## src/design/credit_pkg.sv

```systemverilog
// constants, policy and request-kind codes for the completion credit manager
// assumes one user clock shared with the endpoint core's transaction interface
package credit_pkg;

  // admission policies, one-hot
  typedef enum logic [4:0] {
    outstanding_cap_policy    = 5'h01,
    per_packet_credit_policy  = 5'h02,
    per_boundary_credit_policy = 5'h04,
    per_block_credit_policy   = 5'h08,
    line_rate_drain_policy    = 5'h10
  } policy_t;

  // kinds of non-posted request, one-hot
  typedef enum logic [2:0] {
    kind_mem_read = 3'h1,
    kind_io_read  = 3'h2,
    kind_io_write = 3'h4
  } req_kind_t;

  localparam int unsigned ADDR_W = 12;
  localparam int unsigned SIZE_W = 13;
  localparam int unsigned CALC_W = 14;
  localparam int unsigned HDR_W = 8;
  localparam int unsigned DATA_W = 14;

  // completion header capacity of the receive buffer in the default configuration
  localparam logic [HDR_W-1:0] HDR_CAP_DEFAULT = 8'h24;
  localparam logic [DATA_W-1:0] DATA_CAP_DEFAULT = 14'h004d;

  // read size limit: 128 bytes at field 000b, doubling to 4096 at 101b
  localparam logic [3:0] MRRS_BASE_LG = 4'h7;
  localparam logic [2:0] MRRS_FIELD_MAX = 3'h5;
  localparam logic [2:0] MRRS_FIELD_DEFAULT = 3'h0;
  // completion boundary: 64 bytes at 0, 128 bytes at 1
  localparam logic [3:0] RCB_LG_LOW = 4'h6;
  localparam logic [3:0] RCB_LG_HIGH = 4'h7;
  localparam logic RCB_SEL_DEFAULT = 1'b0;
  // one data credit covers 16 bytes
  localparam logic [3:0] CREDIT_LG = 4'h4;

  localparam logic [HDR_W-1:0] HDR_RESET = 8'h00;
  localparam logic [DATA_W-1:0] DATA_RESET = 14'h0000;

  // ceiling(num / 2**lg)
  function automatic logic [CALC_W-1:0] ceil_pow2(input logic [CALC_W-1:0] num, input logic [3:0] lg);
    logic [CALC_W-1:0] mask;
    mask = (14'h0001 << lg) - 14'h0001;
    return (num + mask) >> lg;
  endfunction : ceil_pow2

  // low bits of an address below a power-of-two block
  function automatic logic [CALC_W-1:0] mod_pow2(input logic [ADDR_W-1:0] addr, input logic [3:0] lg);
    logic [CALC_W-1:0] mask;
    mask = (14'h0001 << lg) - 14'h0001;
    return {2'b00, addr} & mask;
  endfunction : mod_pow2

endpackage : credit_pkg

```

## src/design/tag_record_mem.sv

```systemverilog
// per-tag record of the credits reserved by each outstanding request
// written on admission, read when a completion header for that tag arrives
module tag_record_mem #(
  parameter int unsigned DEPTH = 32,
  parameter int unsigned WIDTH = 25
) (
  // clock and reset
  input wire logic sys_clk,
  input wire logic rst,
  // write side
  input wire logic wr_en,
  input wire logic [$clog2(DEPTH)-1:0] wr_addr,
  input wire logic [WIDTH-1:0] wr_data,
  // read side, data one cycle after the address
  input wire logic [$clog2(DEPTH)-1:0] rd_addr,
  output logic [WIDTH-1:0] rd_data
);

  logic [WIDTH-1:0] mem [DEPTH];

  // array itself is not reset; a tag is always written before it is read
  always_ff @(posedge sys_clk) begin
    if (wr_en) begin
      mem[wr_addr] <= wr_data;
    end
  end

  always_ff @(posedge sys_clk) begin
    if (rst) begin
      rd_data <= '0;
    end else begin
      rd_data <= mem[rd_addr];
    end
  end

endmodule : tag_record_mem

```

## src/design/completion_credit_manager.sv

```systemverilog
// completion credit manager: admits non-posted requests so completions never overflow the core's receive buffer
// assumes completion headers are parsed by user logic and presented as one-cycle starts on the same clock
module completion_credit_manager
  import credit_pkg::*;
#(
  parameter logic [HDR_W-1:0] HDR_CAP = HDR_CAP_DEFAULT,
  parameter logic [DATA_W-1:0] DATA_CAP = DATA_CAP_DEFAULT,
  parameter logic [1:0] DATA_SCALE_LG = 2'h0,
  parameter bit IO_SCHEME = 1'b0,
  parameter int unsigned TAG_W = 5
) (
  // clock and reset
  input wire logic sys_clk,
  input wire logic rst,
  // configuration from the core
  input wire policy_t policy,
  input wire logic [2:0] read_size_field,
  input wire logic rcb_sel,
  // request from the requester logic
  input wire logic req_valid,
  output logic req_ready,
  input wire req_kind_t req_kind,
  input wire logic [ADDR_W-1:0] req_addr,
  input wire logic [SIZE_W-1:0] req_size,
  input wire logic [TAG_W-1:0] req_tag,
  // transmit side: request goes out in the cycle both are high
  input wire logic tx_ready,
  // receive side
  input wire logic user_rx_ready,
  output logic rx_tready,
  input wire logic cpl_start,
  input wire logic [TAG_W-1:0] cpl_tag,
  input wire logic [6:0] cpl_lower_addr,
  input wire logic [SIZE_W-1:0] cpl_len_bytes,
  input wire logic cpl_final,
  // state
  output logic [CALC_W-1:0] request_ceiling,
  output logic [CALC_W-1:0] outstanding_request_count,
  output logic [HDR_W-1:0] header_credits_held,
  output logic [DATA_W-1:0] data_credits_held
);

  localparam int unsigned REC_W = HDR_W + DATA_W + 3;

  logic [3:0] mrrs_lg;
  logic [3:0] rcb_lg;
  logic [3:0] unit_lg;
  logic [DATA_W-1:0] data_credit_capacity;
  logic [CALC_W-1:0] ceil_hdr;
  logic [CALC_W-1:0] ceil_data;
  logic [CALC_W-1:0] request_header_need;
  logic [CALC_W-1:0] request_data_need;
  logic [CALC_W-1:0] data_credits_per_boundary;
  logic admit;
  logic grant;
  logic credit_mode;

  // configuration decode
  always_comb begin
    // reserved field values are clamped to 4096 bytes
    mrrs_lg = MRRS_BASE_LG + {1'b0, (read_size_field > MRRS_FIELD_MAX) ? MRRS_FIELD_MAX : read_size_field};
    rcb_lg = rcb_sel ? RCB_LG_HIGH : RCB_LG_LOW;
    unit_lg = CREDIT_LG - {2'b00, DATA_SCALE_LG};
    data_credit_capacity = DATA_CAP << DATA_SCALE_LG;
    data_credits_per_boundary = 14'h0001 << (rcb_lg - unit_lg);
    // headers per largest read is a power of two, so the floor is a shift
    ceil_hdr = {6'h00, HDR_CAP} >> (mrrs_lg - rcb_lg);
    ceil_data = data_credit_capacity >> (mrrs_lg - unit_lg);
    request_ceiling = (ceil_hdr < ceil_data) ? ceil_hdr : ceil_data;
  end

  // needs of the request on offer
  always_comb begin
    request_header_need = ceil_pow2(mod_pow2(req_addr, rcb_lg) + {1'b0, req_size}, rcb_lg);
    request_data_need = ceil_pow2(mod_pow2(req_addr, unit_lg) + {1'b0, req_size}, unit_lg);
    if (req_kind == kind_io_write) begin
      request_data_need = '0;
    end
    if (policy == per_boundary_credit_policy) begin
      request_data_need = request_header_need << (rcb_lg - unit_lg);
      if (IO_SCHEME && req_kind != kind_mem_read) begin
        request_header_need = 14'h0001;
        request_data_need = (req_kind == kind_io_read) ? 14'h0001 : 14'h0000;
      end
    end
  end

  logic [CALC_W-1:0] count_q, count_d;
  logic [HDR_W-1:0] hdr_q, hdr_d;
  logic [DATA_W-1:0] data_q, data_d;

  assign credit_mode = (policy == per_packet_credit_policy) || (policy == per_boundary_credit_policy) ||
                       (policy == per_block_credit_policy);

  // admission
  always_comb begin
    case (policy)
      outstanding_cap_policy: admit = count_q < request_ceiling;
      per_packet_credit_policy, per_boundary_credit_policy, per_block_credit_policy:
        admit = ({6'h00, hdr_q} + request_header_need <= {6'h00, HDR_CAP}) &&
                (data_q + request_data_need <= data_credit_capacity);
      // receive ready held high keeps the core's completion space from overflowing
      line_rate_drain_policy: admit = user_rx_ready;
      default: admit = 1'b0;
    endcase
  end

  assign req_ready = admit && tx_ready;
  assign grant = req_valid && req_ready;
  assign rx_tready = user_rx_ready;

  // completion stage 1: crossings from header fields, record lookup by tag
  logic cpl_v_q, cpl_v_d;
  logic final_q, final_d;
  logic [CALC_W-1:0] bnd_cross_q, bnd_cross_d;
  logic [CALC_W-1:0] blk_cross_q, blk_cross_d;
  logic [REC_W-1:0] rec_rd;
  logic [HDR_W-1:0] rec_hdr;
  logic [DATA_W-1:0] rec_data;
  logic [2:0] rec_kind;

  always_comb begin
    logic [CALC_W-1:0] nb;
    nb = '0;
    cpl_v_d = cpl_start;
    final_d = cpl_start && cpl_final;
    // a zero-length completion still frees its own header
    nb = ceil_pow2(mod_pow2({5'h00, cpl_lower_addr}, rcb_lg) + {1'b0, cpl_len_bytes}, rcb_lg);
    bnd_cross_d = (nb == '0) ? 14'h0001 : nb;
    blk_cross_d = ceil_pow2(mod_pow2({5'h00, cpl_lower_addr}, unit_lg) + {1'b0, cpl_len_bytes}, unit_lg);
  end

  always_ff @(posedge sys_clk) begin
    if (rst) begin
      cpl_v_q <= 1'b0;
      final_q <= 1'b0;
      bnd_cross_q <= '0;
      blk_cross_q <= '0;
    end else begin
      cpl_v_q <= cpl_v_d;
      final_q <= final_d;
      bnd_cross_q <= bnd_cross_d;
      blk_cross_q <= blk_cross_d;
    end
  end

  tag_record_mem #(
    .DEPTH(1 << TAG_W),
    .WIDTH(REC_W)
  ) u_records (
    .sys_clk(sys_clk),
    .rst(rst),
    .wr_en(grant),
    .wr_addr(req_tag),
    .wr_data({request_header_need[HDR_W-1:0], request_data_need[DATA_W-1:0], req_kind}),
    .rd_addr(cpl_tag),
    .rd_data(rec_rd)
  );

  assign {rec_hdr, rec_data, rec_kind} = rec_rd;

  // stage 2: release amounts, clamped to what is held
  logic [CALC_W-1:0] rel_h;
  logic [CALC_W-1:0] rel_d;
  logic cnt_rel;

  always_comb begin
    rel_h = '0;
    rel_d = '0;
    cnt_rel = 1'b0;
    case (policy)
      outstanding_cap_policy: cnt_rel = final_q && count_q != '0;
      per_packet_credit_policy: begin
        if (final_q) begin
          rel_h = {6'h00, rec_hdr};
          rel_d = rec_data;
        end
      end
      per_boundary_credit_policy: begin
        if (IO_SCHEME && cpl_v_q && rec_kind != kind_mem_read) begin
          rel_h = final_q ? {6'h00, rec_hdr} : 14'h0000;
          rel_d = final_q ? rec_data : 14'h0000;
        end else if (cpl_v_q) begin
          rel_h = bnd_cross_q;
          rel_d = CALC_W'(bnd_cross_q * data_credits_per_boundary);
        end
      end
      per_block_credit_policy: begin
        if (cpl_v_q) begin
          rel_h = bnd_cross_q;
          rel_d = blk_cross_q;
        end
      end
      line_rate_drain_policy: cnt_rel = 1'b0;
      default: cnt_rel = 1'b0;
    endcase
    if (rel_h > {6'h00, hdr_q}) begin
      rel_h = {6'h00, hdr_q};
    end
    if (rel_d > data_q) begin
      rel_d = data_q;
    end
  end

  // held counters
  always_comb begin
    count_d = count_q;
    hdr_d = hdr_q;
    data_d = data_q;
    if (policy == outstanding_cap_policy) begin
      count_d = count_q + CALC_W'(grant) - CALC_W'(cnt_rel);
    end
    if (credit_mode) begin
      hdr_d = HDR_W'({6'h00, hdr_q} + (grant ? request_header_need : 14'h0000) - rel_h);
      data_d = data_q + (grant ? request_data_need : 14'h0000) - rel_d;
    end
  end

  always_ff @(posedge sys_clk) begin
    if (rst) begin
      count_q <= '0;
      hdr_q <= HDR_RESET;
      data_q <= DATA_RESET;
    end else begin
      count_q <= count_d;
      hdr_q <= hdr_d;
      data_q <= data_d;
    end
  end

  assign outstanding_request_count = count_q;
  assign header_credits_held = hdr_q;
  assign data_credits_held = data_q;
endmodule : completion_credit_manager

```

## config.mk

```make
export PLATFORM = sky130hd
export DESIGN_NAME = completion_credit_manager
export DESIGN_NICKNAME = d
export VERILOG_FILES = /design/src/design/credit_pkg.sv /design/src/design/tag_record_mem.sv /design/src/design/completion_credit_manager.sv
export SDC_FILE = /design/constraint.sdc
export NUM_CORES = 1
export LEC_CHECK = 0
export ABC_AREA = 1
export BUFFER_PORTS_ARGS = -buffer_cell sky130_fd_sc_hd__buf_4
export CAP_MARGIN = 20
export CORE_MARGIN = 10
export CORE_UTILIZATION = 62
export CTS_CLUSTER_SIZE = 40
export DETAILED_ROUTE_END_ITERATION = 16
export GPL_TIMING_DRIVEN = 0
export HOLD_SLACK_MARGIN = 0.15
export PLACE_DENSITY = 0.78
export SYNTH_ARGS = -nofsm -noshare
export SYNTH_HDL_FRONTEND = slang
export SYNTH_SLANG_ARGS = --single-unit
```

## constraint.sdc

```tcl
create_clock -name sys_clk -period 11.8 [get_ports sys_clk]
set_input_delay 1.18 -clock sys_clk [delete_from_list [all_inputs] [get_ports sys_clk]]
set_output_delay 1.18 -clock sys_clk [all_outputs]
set_load 0.03 [all_outputs]
```

==> results, run 1 <==
- The run finished with clean final reports.
- The starting density of the core is 0.628.
- The overflow left after global routing is 0.
- The minimum hold slack is 0.552 ns.
- After detailed routing, the average wire length per cell comes to 25.5 µm.
- The wire length after detailed routing is 102,000 µm.
- Along the worst path, the maximum fanout reaches 18.
- Among the stages of the critical path, the cell type that occurs most often is sky130_fd_sc_hd__nand2_1.
- The proportion of layout cells with a drive suffix above 1 is 0.103.
- The number of filler instances in the final layout is 3,484.
- During synthesis, Yosys emitted a total of 0 warnings.
- The first-pass iteration count of the detailed router is 6.
- The number of top-level pins is 126.
- The detailed router used layers up to and including met5.
- The tool flagged a number of max-cap violations equal to 0.
- The design draws 5730 µW.
- Synthesis instantiated 56 different standard cells from the library.
- The pin count of the biggest net entering global routing is 35.
- Once detail routing completed, the nets flagged for antenna violations numbered 0.
- After synthesis the cells add up to 0.0323 mm².
- At the pin with the least slew margin, the transition time is 1.34 ns.
- The buffer cell driving the clock tree root is sky130_fd_sc_hd__clkbuf_16.
- For this run, design rule violations remaining after detail routing come to 0.
- For this design, the CTS-stage hold fixing added 0 buffers.
- In this run the standard cell core region covers 0.0515 mm².
- The post-synthesis register bit count is 683.
- In this run, CTS created clock tree buffers numbering 69.
- Synthesis produced a netlist whose cell count is 2,991.
- Power spread over the standard cell area amounts to 152 mW/mm².
- The detailed router finished its first iteration with 3,646 violations.
- Compared with the post-synthesis result, the final layout area differs by 16.7%.
- The placer's final routability congestion estimate is 1.02.
- The number of cells on the worst reg-to-reg path is 37.
- The number of endpoints with negative hold slack in the final report came to 0.
- The highest attainable clock frequency is 98.4 MHz.
- Summed over all nets, wire length on met2 after detailed routing comes to 46,900 µm.
- Measured along the x axis, the die boundary spans 248 µm.
- The hold path depth is 2.
- Among all flip-flop cells after synthesis, the most frequent one is sky130_fd_sc_hd__edfxtp_1.
- The cell type of the slowest stage on the worst timing path is sky130_fd_sc_hd__clkbuf_1.
- The routed wire length on met3 is 14,000 µm.
- Setup violations remaining at the end of the flow were counted as 0.
- The worst setup path is captured at a flip-flop.
- The number of H-tree levels is 3.
- The most critical setup path has its startpoint at rcb_sel.
- The largest vdd supply drop is 0.161 mV.
- The final layout contains 3,521 nets.
- TritonCTS built the clock tree.
- The later-pin clock latency in the skew report is 0.62 ns.
- For hold timing, the worst endpoint is outstanding_request_count[13].
- The startpoint of the most critical register-to-register path is bnd_cross_q[7].
- The placed standard-cell area is 0.0356 mm².
- The first global-routing pass estimated 150,000 µm of wire.
- In this run, synthesis inferred 608 flip-flops with an integrated enable.
- The area of the die is 0.0617 mm².
- For this run, the total global-route usage over all layers was measured as 0.328.
- The worst-case headroom to the max-slew limit is 0.0972.
- The worst stage delay on the critical path is 0.74 ns.
- The worst path meets setup with 1.64 ns of slack.
- In the final timing run, aggregate negative setup slack is 0 ns.
- The total leakage power is 0.0141 µW.
- Setup repair after global routing left no endpoint under its margin.
- The minimum clock period after layout is 10.16 ns.
- The post-cts gate resize count is 0.
- The clock net in this run drives a total of 683 sinks.
- The CTS clock-pin slew for the worst setup and hold paths is 0.06 ns.
- The buffers inserted during post-CTS setup optimization is 0.
- The via count of the first global-routing pass is 25,000.
- Dividing the synthesized area by the synthesized cell count gives 10.8 µm².
- The pre-CTS setup slack is 1.13 ns.
- The clock arrives with 0.0264 ns of skew.
- The total count of max-transition violations in the final report came to 0.
- The maximum clock insertion buffer count is 3.
- The worst hold path belongs to the class flip-flop to flip-flop.
- The HPWL after detailed placement is 73,100 µm.
- The initial antenna violation count is 4.
- For the worst setup path, the data required time is 12.30 ns.
- After detailed routing, the number of vias per cell comes to 6.40.
- The worst setup slack for register-to-register paths is 4.97 ns.
- The worst register-to-register path ends at data_credits_held[12].
- The critical path data arrival time is 10.66 ns.
- The final route contains 25,700 vias.
- The worst setup path is launched from an input port.
- The row count is 83.
- Measured along the y axis, the die boundary spans 248 µm.
- The kind of critical path is input port to flip-flop.
- In the finished design, the share of the clock period the worst path needs comes to 0.861.
- The final design area excluding fillers is 0.0377 mm².
- In the final routing, the length of wire on met1 measures 35,600 µm.
- The quantity of I/O buffers inserted on ports is 107.
- The critical hold path startpoint is outstanding_request_count[13].
- The share of flip-flops with an asynchronous set or reset after synthesis is 0.
- The share of the Yosys chip area taken by registers is 0.611.
[stage by stage]
stage / std cells / utilization
2_1_floorplan: 3042 / -
6_report: 4009 / 0.733
3_5_place_dp: 3888 / 0.691
4_1_cts: 4007 / 0.732
5_1_grt: 4009 / 0.733
3_3_place_gp: 3829 / 0.663
[area by class of cell]
class	count	area, µm²	share of cell area
antenna	1	2.50	0.0000663
clock buffer	85	1840	0.0487
inverter	290	1090	0.0289
sequential	683	19800	0.524
tap	680	851	0.0225
clock inverter	34	297	0.00786
buffer	161	649	0.0172
multi-input combinational	1908	11300	0.301
timing repair buffer	167	1900	0.0504
[kinds of logic (layout without fill, tap and decap cells)]
| logic type | count (synthesis) | after routing | synth area share |
|---|---|---|---|
| AOI/OAI and AO/OA | 758 | 758 | 0.139 |
| buffers and inverters | 451 | 737 | 0.0538 |
| xor gates and xnor gates | 47 | 47 | 0.0127 |
| and+or+nand+nor | 884 | 884 | 0.113 |
| adders and majority gates | 167 | 167 | 0.0704 |
| DFF | 683 | 683 | 0.611 |
| other | 1 | 53 | 0.000116 |
[state kept, by name (all words and copies together) (netlist names), 8 cells and up]
name	flops
outstanding_request_count	14
data_credits_held	14
u_records.mem	608
u_records.rd_data	19
bnd_cross_q	8
header_credits_held	8
blk_cross_q	10
[where the power goes]
part	leakage (µW)	switching (µW)	total (µW)	internal, µW
logic	0.00711	616	907	291
clock network	0.00102	935	2120	1180
registers	0.00597	15.8	2710	2690
total	0.0141	1570	5730	4160
[Yosys cell counts (4+ instances only)]
| cell | number | area share |
|---|---|---|
| sky130_fd_sc_hd__a21oi_1 | 93 | 0.014 |
| sky130_fd_sc_hd__and2_1 | 4 | 0.00077 |
| sky130_fd_sc_hd__nand3_1 | 96 | 0.015 |
| sky130_fd_sc_hd__fa_1 | 25 | 0.015 |
| sky130_fd_sc_hd__clkinv_1 | 4 | 0.00046 |
| sky130_fd_sc_hd__xor2_1 | 33 | 0.0089 |
| sky130_fd_sc_hd__a31oi_1 | 30 | 0.0058 |
| sky130_fd_sc_hd__ha_1 | 142 | 0.055 |
| sky130_fd_sc_hd__edfxtp_1 | 608 | 0.56 |
| sky130_fd_sc_hd__a211oi_1 | 4 | 0.00093 |
| sky130_fd_sc_hd__o21ai_0 | 425 | 0.066 |
| sky130_fd_sc_hd__inv_1 | 278 | 0.032 |
| sky130_fd_sc_hd__a221oi_1 | 9 | 0.0024 |
| sky130_fd_sc_hd__o311ai_0 | 11 | 0.0030 |
| sky130_fd_sc_hd__clkbuf_1 | 140 | 0.016 |
| sky130_fd_sc_hd__o211ai_1 | 10 | 0.0023 |
| sky130_fd_sc_hd__nor3_2 | 11 | 0.0034 |
| sky130_fd_sc_hd__inv_2 | 7 | 0.00081 |
| sky130_fd_sc_hd__o221ai_1 | 107 | 0.029 |
| sky130_fd_sc_hd__nor2_1 | 467 | 0.054 |
| sky130_fd_sc_hd__o22ai_1 | 50 | 0.0097 |
| sky130_fd_sc_hd__xnor2_1 | 14 | 0.0038 |
| sky130_fd_sc_hd__nand4_1 | 12 | 0.0023 |
| sky130_fd_sc_hd__buf_1 | 10 | 0.0012 |
| sky130_fd_sc_hd__dfxtp_1 | 75 | 0.046 |
| sky130_fd_sc_hd__nand2_1 | 259 | 0.030 |
| sky130_fd_sc_hd__nor3_1 | 17 | 0.0026 |
| sky130_fd_sc_hd__buf_4 | 10 | 0.0023 |
[worst max path at each step]
stage                                        to  cells past startpoint  slack, ns
after floorplan           data_credits_held[12]                     49       2.35
after global placement    u_records.mem[27][22]                     30      -2.15
after detailed placement  data_credits_held[12]                     48       1.13
after CTS                 data_credits_held[12]                     48       1.70
after global routing      data_credits_held[12]                     48       0.69
final                     data_credits_held[12]                     48       1.64
[critical path, delay by kind of cell]
family	cells	cell delay, ns
and+or+nand+nor	17	1.61
xor gates and xnor gates	3	0.82
adders and majority gates	5	2.09
buffers and inverters	12	2.65
AOI/OAI and AO/OA	11	2.25
[layout by cell type, fill, tap and decap left out, drive strengths merged, types with 50 or more instances in the layout]
cell    synthesis  routed
edfxtp        608     608
nor2          468     468
o21ai         426     426
inv           285     291
nand2         263     263
clkbuf        140     226
buf            21     185
ha            142     142
o221ai        107     107
nand3          99      99
a21oi          93      93
dfxtp          75      75
conb            1      52
o22ai          50      50
[per-layer routing]
| layer | up-vias | global-route usage |
|---|---|---|
| li1 | 11200 | - |
| met1 | 12200 | 0.410 |
| met2 | 1919 | 0.515 |
| met3 | 318 | 0.0834 |
| met4 | 6 | 0.185 |
| met5 | - | 0 |
No activity file was read; power rests on OpenSTA's default activity.
==> run 2, diff against run 1 <==
Settings changed: ABC_AREA 1 to unset.
==> run 2 against run 1 <==
  * Clock power rose by 4%
  * Total power rose by 21%
  * Final cell count down 22%
  * Sequential share of layout area is essentially flat
  * Largest cell class unchanged
  * Register-to-register slack got worse by 0.81 ns
  * First-iteration DRC count down 24%
  * Global-route usage shrank 3.6 points
  * Area after synthesis increased by 0.18%
  * Maximum frequency decreased by 4.5%
  * Worst setup slack lost 0.48 ns
  * Hold slack worse by 0.056 ns
  * Via count shrank 19%
==> results, run 2 <==
- The overflow left after global routing is 0 (unchanged).
- The flow ran to the end, and the final reports show no timing, DRC or antenna violations.
- The number of different library cells in the post-synthesis netlist is 83 (+48%).
- The total count of max-transition violations in the final report was 0 (unchanged).
- The kind of start point of the critical path is an input port.
- The global router's overall resource usage was 0.292 (-0.0361).
- The per-instance average area after synthesis is 15.4 µm² (+42%).
- The largest registers in the layout are u_records.mem (608), u_records.rd_data (19).
- The yosys synthesis warning count is 0 (unchanged).
- The area share of the largest cell type after synthesis is 0.564 (-0.00100).
- The worst-case headroom to the max-slew limit was 0.207 (+0.110).
- The flip-flop cell with the highest count after synthesis is sky130_fd_sc_hd__edfxtp_1.
- The cell type of the slowest stage on the worst timing path is sky130_fd_sc_hd__a2111oi_0.
- The post-synthesis register bit count came to 683 (unchanged).
- The worst stage delay on the critical path came to 0.63 ns (-0.11 ns).
- The total of hold buffers inserted after clock tree synthesis came to 0 (unchanged).
- The share of flip-flops with an asynchronous set or reset after synthesis came to 0 (unchanged).
- The final net count was 2,648 (-25%).
- The routed length per placed instance is 28.9 µm (+13%).
- The CTS clock-pin slew for the worst setup and hold paths is 0.07 ns (about the same).
- The most frequent standard cell in the layout excluding fill and tap cells is sky130_fd_sc_hd__edfxtp_1.
- The clock tree skew after final layout came to 0.0309 ns (+0.00450 ns).
- The final number of setup-violating endpoints is 0 (unchanged).
- The number of top-level pins is 126 (unchanged).
- The routed wire length on met3 is 9040 µm (-35%).
- Sorting the synthesized cells by how often they occur yields sky130_fd_sc_hd__edfxtp_1 (608), sky130_fd_sc_hd__mux4_2 (190), sky130_fd_sc_hd__ha_1 (142), sky130_fd_sc_hd__inv_1 (142), sky130_fd_sc_hd__nor2_1 (115).
- STA classifies the critical path endpoint as a flip-flop.
- The flip-flop count of the largest register, all copies and words added is 608 (unchanged).
- The post-route clock period utilization is 0.902 (+0.0409).
- The minimum clock period after layout came to 10.64 ns (+0.483 ns).
- The starting density of the core is 0.629 (+0.00112).
- The via total after detailed routing was 20,800 (-19%).
- The post-synthesis cell area is 0.0324 mm² (+0.18%).
- The initial antenna violation count is 3 (-1).
- The required time of the critical path is 12.27 ns (-0.03 ns).
- The via count of the first global-routing pass is 20,600 (-18%).
- The highest attainable clock frequency is 94.0 MHz (-4.5%).
- The proportion of synthesized chip area in sequential cells is 0.610 (-0.00109).
- The count of unresolved DRC violations after routing is 0 (unchanged).
- The areal power density over the cells is 183 mW/mm² (+21%).
- The area of the die was 0.0618 mm² (+0.17%).
- The number of endpoints with negative hold slack in the final report is 0 (unchanged).
- The minimum hold slack is 0.495 ns (-0.0565 ns).
- The total leakage power was 0.0133 µW (-5.9%).
- The most common cell in the netlist is sky130_fd_sc_hd__edfxtp_1.
- The root buffer cell chosen for the clock tree is sky130_fd_sc_hd__clkbuf_16.
- The final non-filler cell total is 3,145 (-22%).
- The core area is 0.0515 mm² (unchanged).
- The horizontal extent of the die is 249 µm (about the same).
- The slew at the pin closest to its max-slew limit is 1.19 ns (-0.148 ns).
- Routed signal wires occupy layers up through met5.
- The register with the most flip-flops is u_records.mem.
- The leading area contributor after synthesis is sky130_fd_sc_hd__edfxtp_1.
- The die height came to 249 µm (about the same).
- The top cell types in the final layout, fill and taps aside, are sky130_fd_sc_hd__edfxtp_1 (608), sky130_fd_sc_hd__mux4_2 (190), sky130_fd_sc_hd__buf_4 (158).
- Setup repair after global routing left no endpoint under its margin.
- The buffers inserted during post-CTS setup optimization is 0 (unchanged).
- The reported max-cap violation count is 0 (unchanged).
- The detailed-placement wirelength estimate is 62,800 µm (-14%).
- The detailed-route wire length on metal 1 is 34,500 µm (-3.1%).
- TritonCTS built the clock tree.
- The worst setup path is of the input port to flip-flop kind.
- The violation count after the first detailed-routing iteration is 2,768 (-24%).
- Sorting the synthesized cells by area gives the leading types as sky130_fd_sc_hd__edfxtp_1 (56%), sky130_fd_sc_hd__mux4_2 (13%), sky130_fd_sc_hd__ha_1 (5.5%).
- The total CTS buffers is 69 (unchanged).
- The maximum fanout count along the critical path is 19 (+1).
- In this design, the critical path's most frequently occurring cell is sky130_fd_sc_hd__o21ai_0.
- The critical path data arrival time was 11.11 ns (+0.45 ns).
- The first-pass GRT wire length is 136,000 µm (-9.5%).
- The first-pass iteration count of the detailed router came to 6 (unchanged).
- The count of antenna-violating nets left after detailed routing came to 0 (unchanged).
- The cell count after synthesis came to 2,103 (-30%).
- The wire length after detailed routing is 91,000 µm (-11%).
- The final design area excluding fillers came to 0.0378 mm² (about the same).
- The later-pin clock latency in the skew report came to 0.63 ns (about the same).
- The placer's final routability congestion estimate is 0.905 (-11%).
- The placed standard-cell area is 0.0355 mm² (-0.33%).
- The number of enable flip-flop cells after synthesis is 608 (unchanged).
- The number of sinks handled by clock tree synthesis is 683 (unchanged).
- The class of the most critical hold timing path is flip-flop to flip-flop.
- The met2 wire length is 43,300 µm (-7.6%).
- The per-cell via count in the routed design is 6.60 (+3.1%).
- The proportion of layout cells with a drive suffix above 1 is 0.227 (+0.124).
- The quantity of I/O buffers inserted on ports came to 95 (-11%).
- The area growth from synthesis to layout is 16.6% (about the same).
- The pin count of the biggest net entering global routing is 35 (unchanged).
- The maximum clock insertion buffer count is 3 (unchanged).
- The number of placed instances, taps included came to 3,012 (-23%).
- The number of H-tree levels is 3 (unchanged).
- The largest vdd supply drop is 0.138 mV (-14%).
- The row count is 83 (unchanged).
- The post-cts gate resize count came to 0 (unchanged).
==> run 2: changes by cell type in the layout (fill, tap and decap cells not counted), moves of 20 or more <==
cell                       delta
sky130_fd_sc_hd__inv_1      -136
sky130_fd_sc_hd__nand2_1    -179
sky130_fd_sc_hd__nand3_1     -64
sky130_fd_sc_hd__o21ai_0    -355
sky130_fd_sc_hd__o221ai_1   -104
sky130_fd_sc_hd__nor2b_1     +20
sky130_fd_sc_hd__nor2_1     -336
sky130_fd_sc_hd__o22ai_1     -41
sky130_fd_sc_hd__mux4_2     +190
sky130_fd_sc_hd__a31oi_1     -23
sky130_fd_sc_hd__nor4_2      +22
sky130_fd_sc_hd__clkbuf_1    -68
sky130_fd_sc_hd__buf_4       +40
sky130_fd_sc_hd__mux2i_1     +37
==> run 2: per-stage QoR <==
| stage | total power [µW] | util | setup TNS (ns) | setup WS (ns) |
|---|---|---|---|---|
| final | 6910 | 0.733 | 0 | 1.16 |
| after global routing | 7200 | 0.733 | 0 | 0.478 |
| after CTS | 6900 | 0.732 | 0 | 1.25 |
| after detailed placement | 4710 | 0.689 | 0 | 0.657 |
| after global placement | 4590 | 0.663 | -990.40 | -2.31 |
| after floorplan | 4160 | - | 0 | 1.64 |
==> run 2: area by class of cell <==
cell class              instances  area [µm²]
clock buffers                  86        1820
multi-input cells            1222       12300
plain buffers                 107         459
fillers                      3082       13700
repair buffers                182        1680
flip-flops and latches        683       19800
clock inverters                41         419
diodes                          2        5.00
inverters                     142         533
well taps                     680         851
==> run 2: cell families after synthesis <==
family          count (synthesis)  share of synthesized area
buf+inv                       249                     0.0306
other cells                     1                   0.000116
mux                           235                      0.146
fa+ha+maj                     170                     0.0712
flops                         683                      0.610
xor+xnor                       53                     0.0143
simple gates                  408                     0.0662
compound gates                304                     0.0611
==> run 2: metal layers <==
layer,vias to the layer above,global-route usage
met1,10300,0.390
met5,-,0
met4,6,0.128
met3,248,0.0554
li1,8777,-
met2,1425,0.462
==> run 2: critical path, delay by kind of cell <==
| family | cells | cell delay [ns] |
|---|---|---|
| simple gates | 6 | 1.54 |
| fa+ha+maj | 5 | 1.95 |
| compound gates | 15 | 3.90 |
| buf+inv | 8 | 2.01 |
| xor+xnor | 1 | 0.27 |
| mux | 1 | 0.22 |
==> run 2: path summary, 6_finish.rpt <==
check	start	to	slack [ns]	depth (start not counted)
max reg2reg	final_q	data_credits_held[13]	4.16	26
min	outstanding_request_count[13]	outstanding_request_count[13]	0.50	2
max	rcb_sel	data_credits_held[13]	1.16	36
min reg2reg	outstanding_request_count[13]	outstanding_request_count[13]	0.50	2
==> run 2: power breakdown <==
group / switching [µW] / leakage, µW / internal [µW]
Clock: 955 / 0.00108 / 1240
Combinational: 1140 / 0.00620 / 795
Sequential: 66.5 / 0.00598 / 2720
Total: 2160 / 0.0133 / 4750
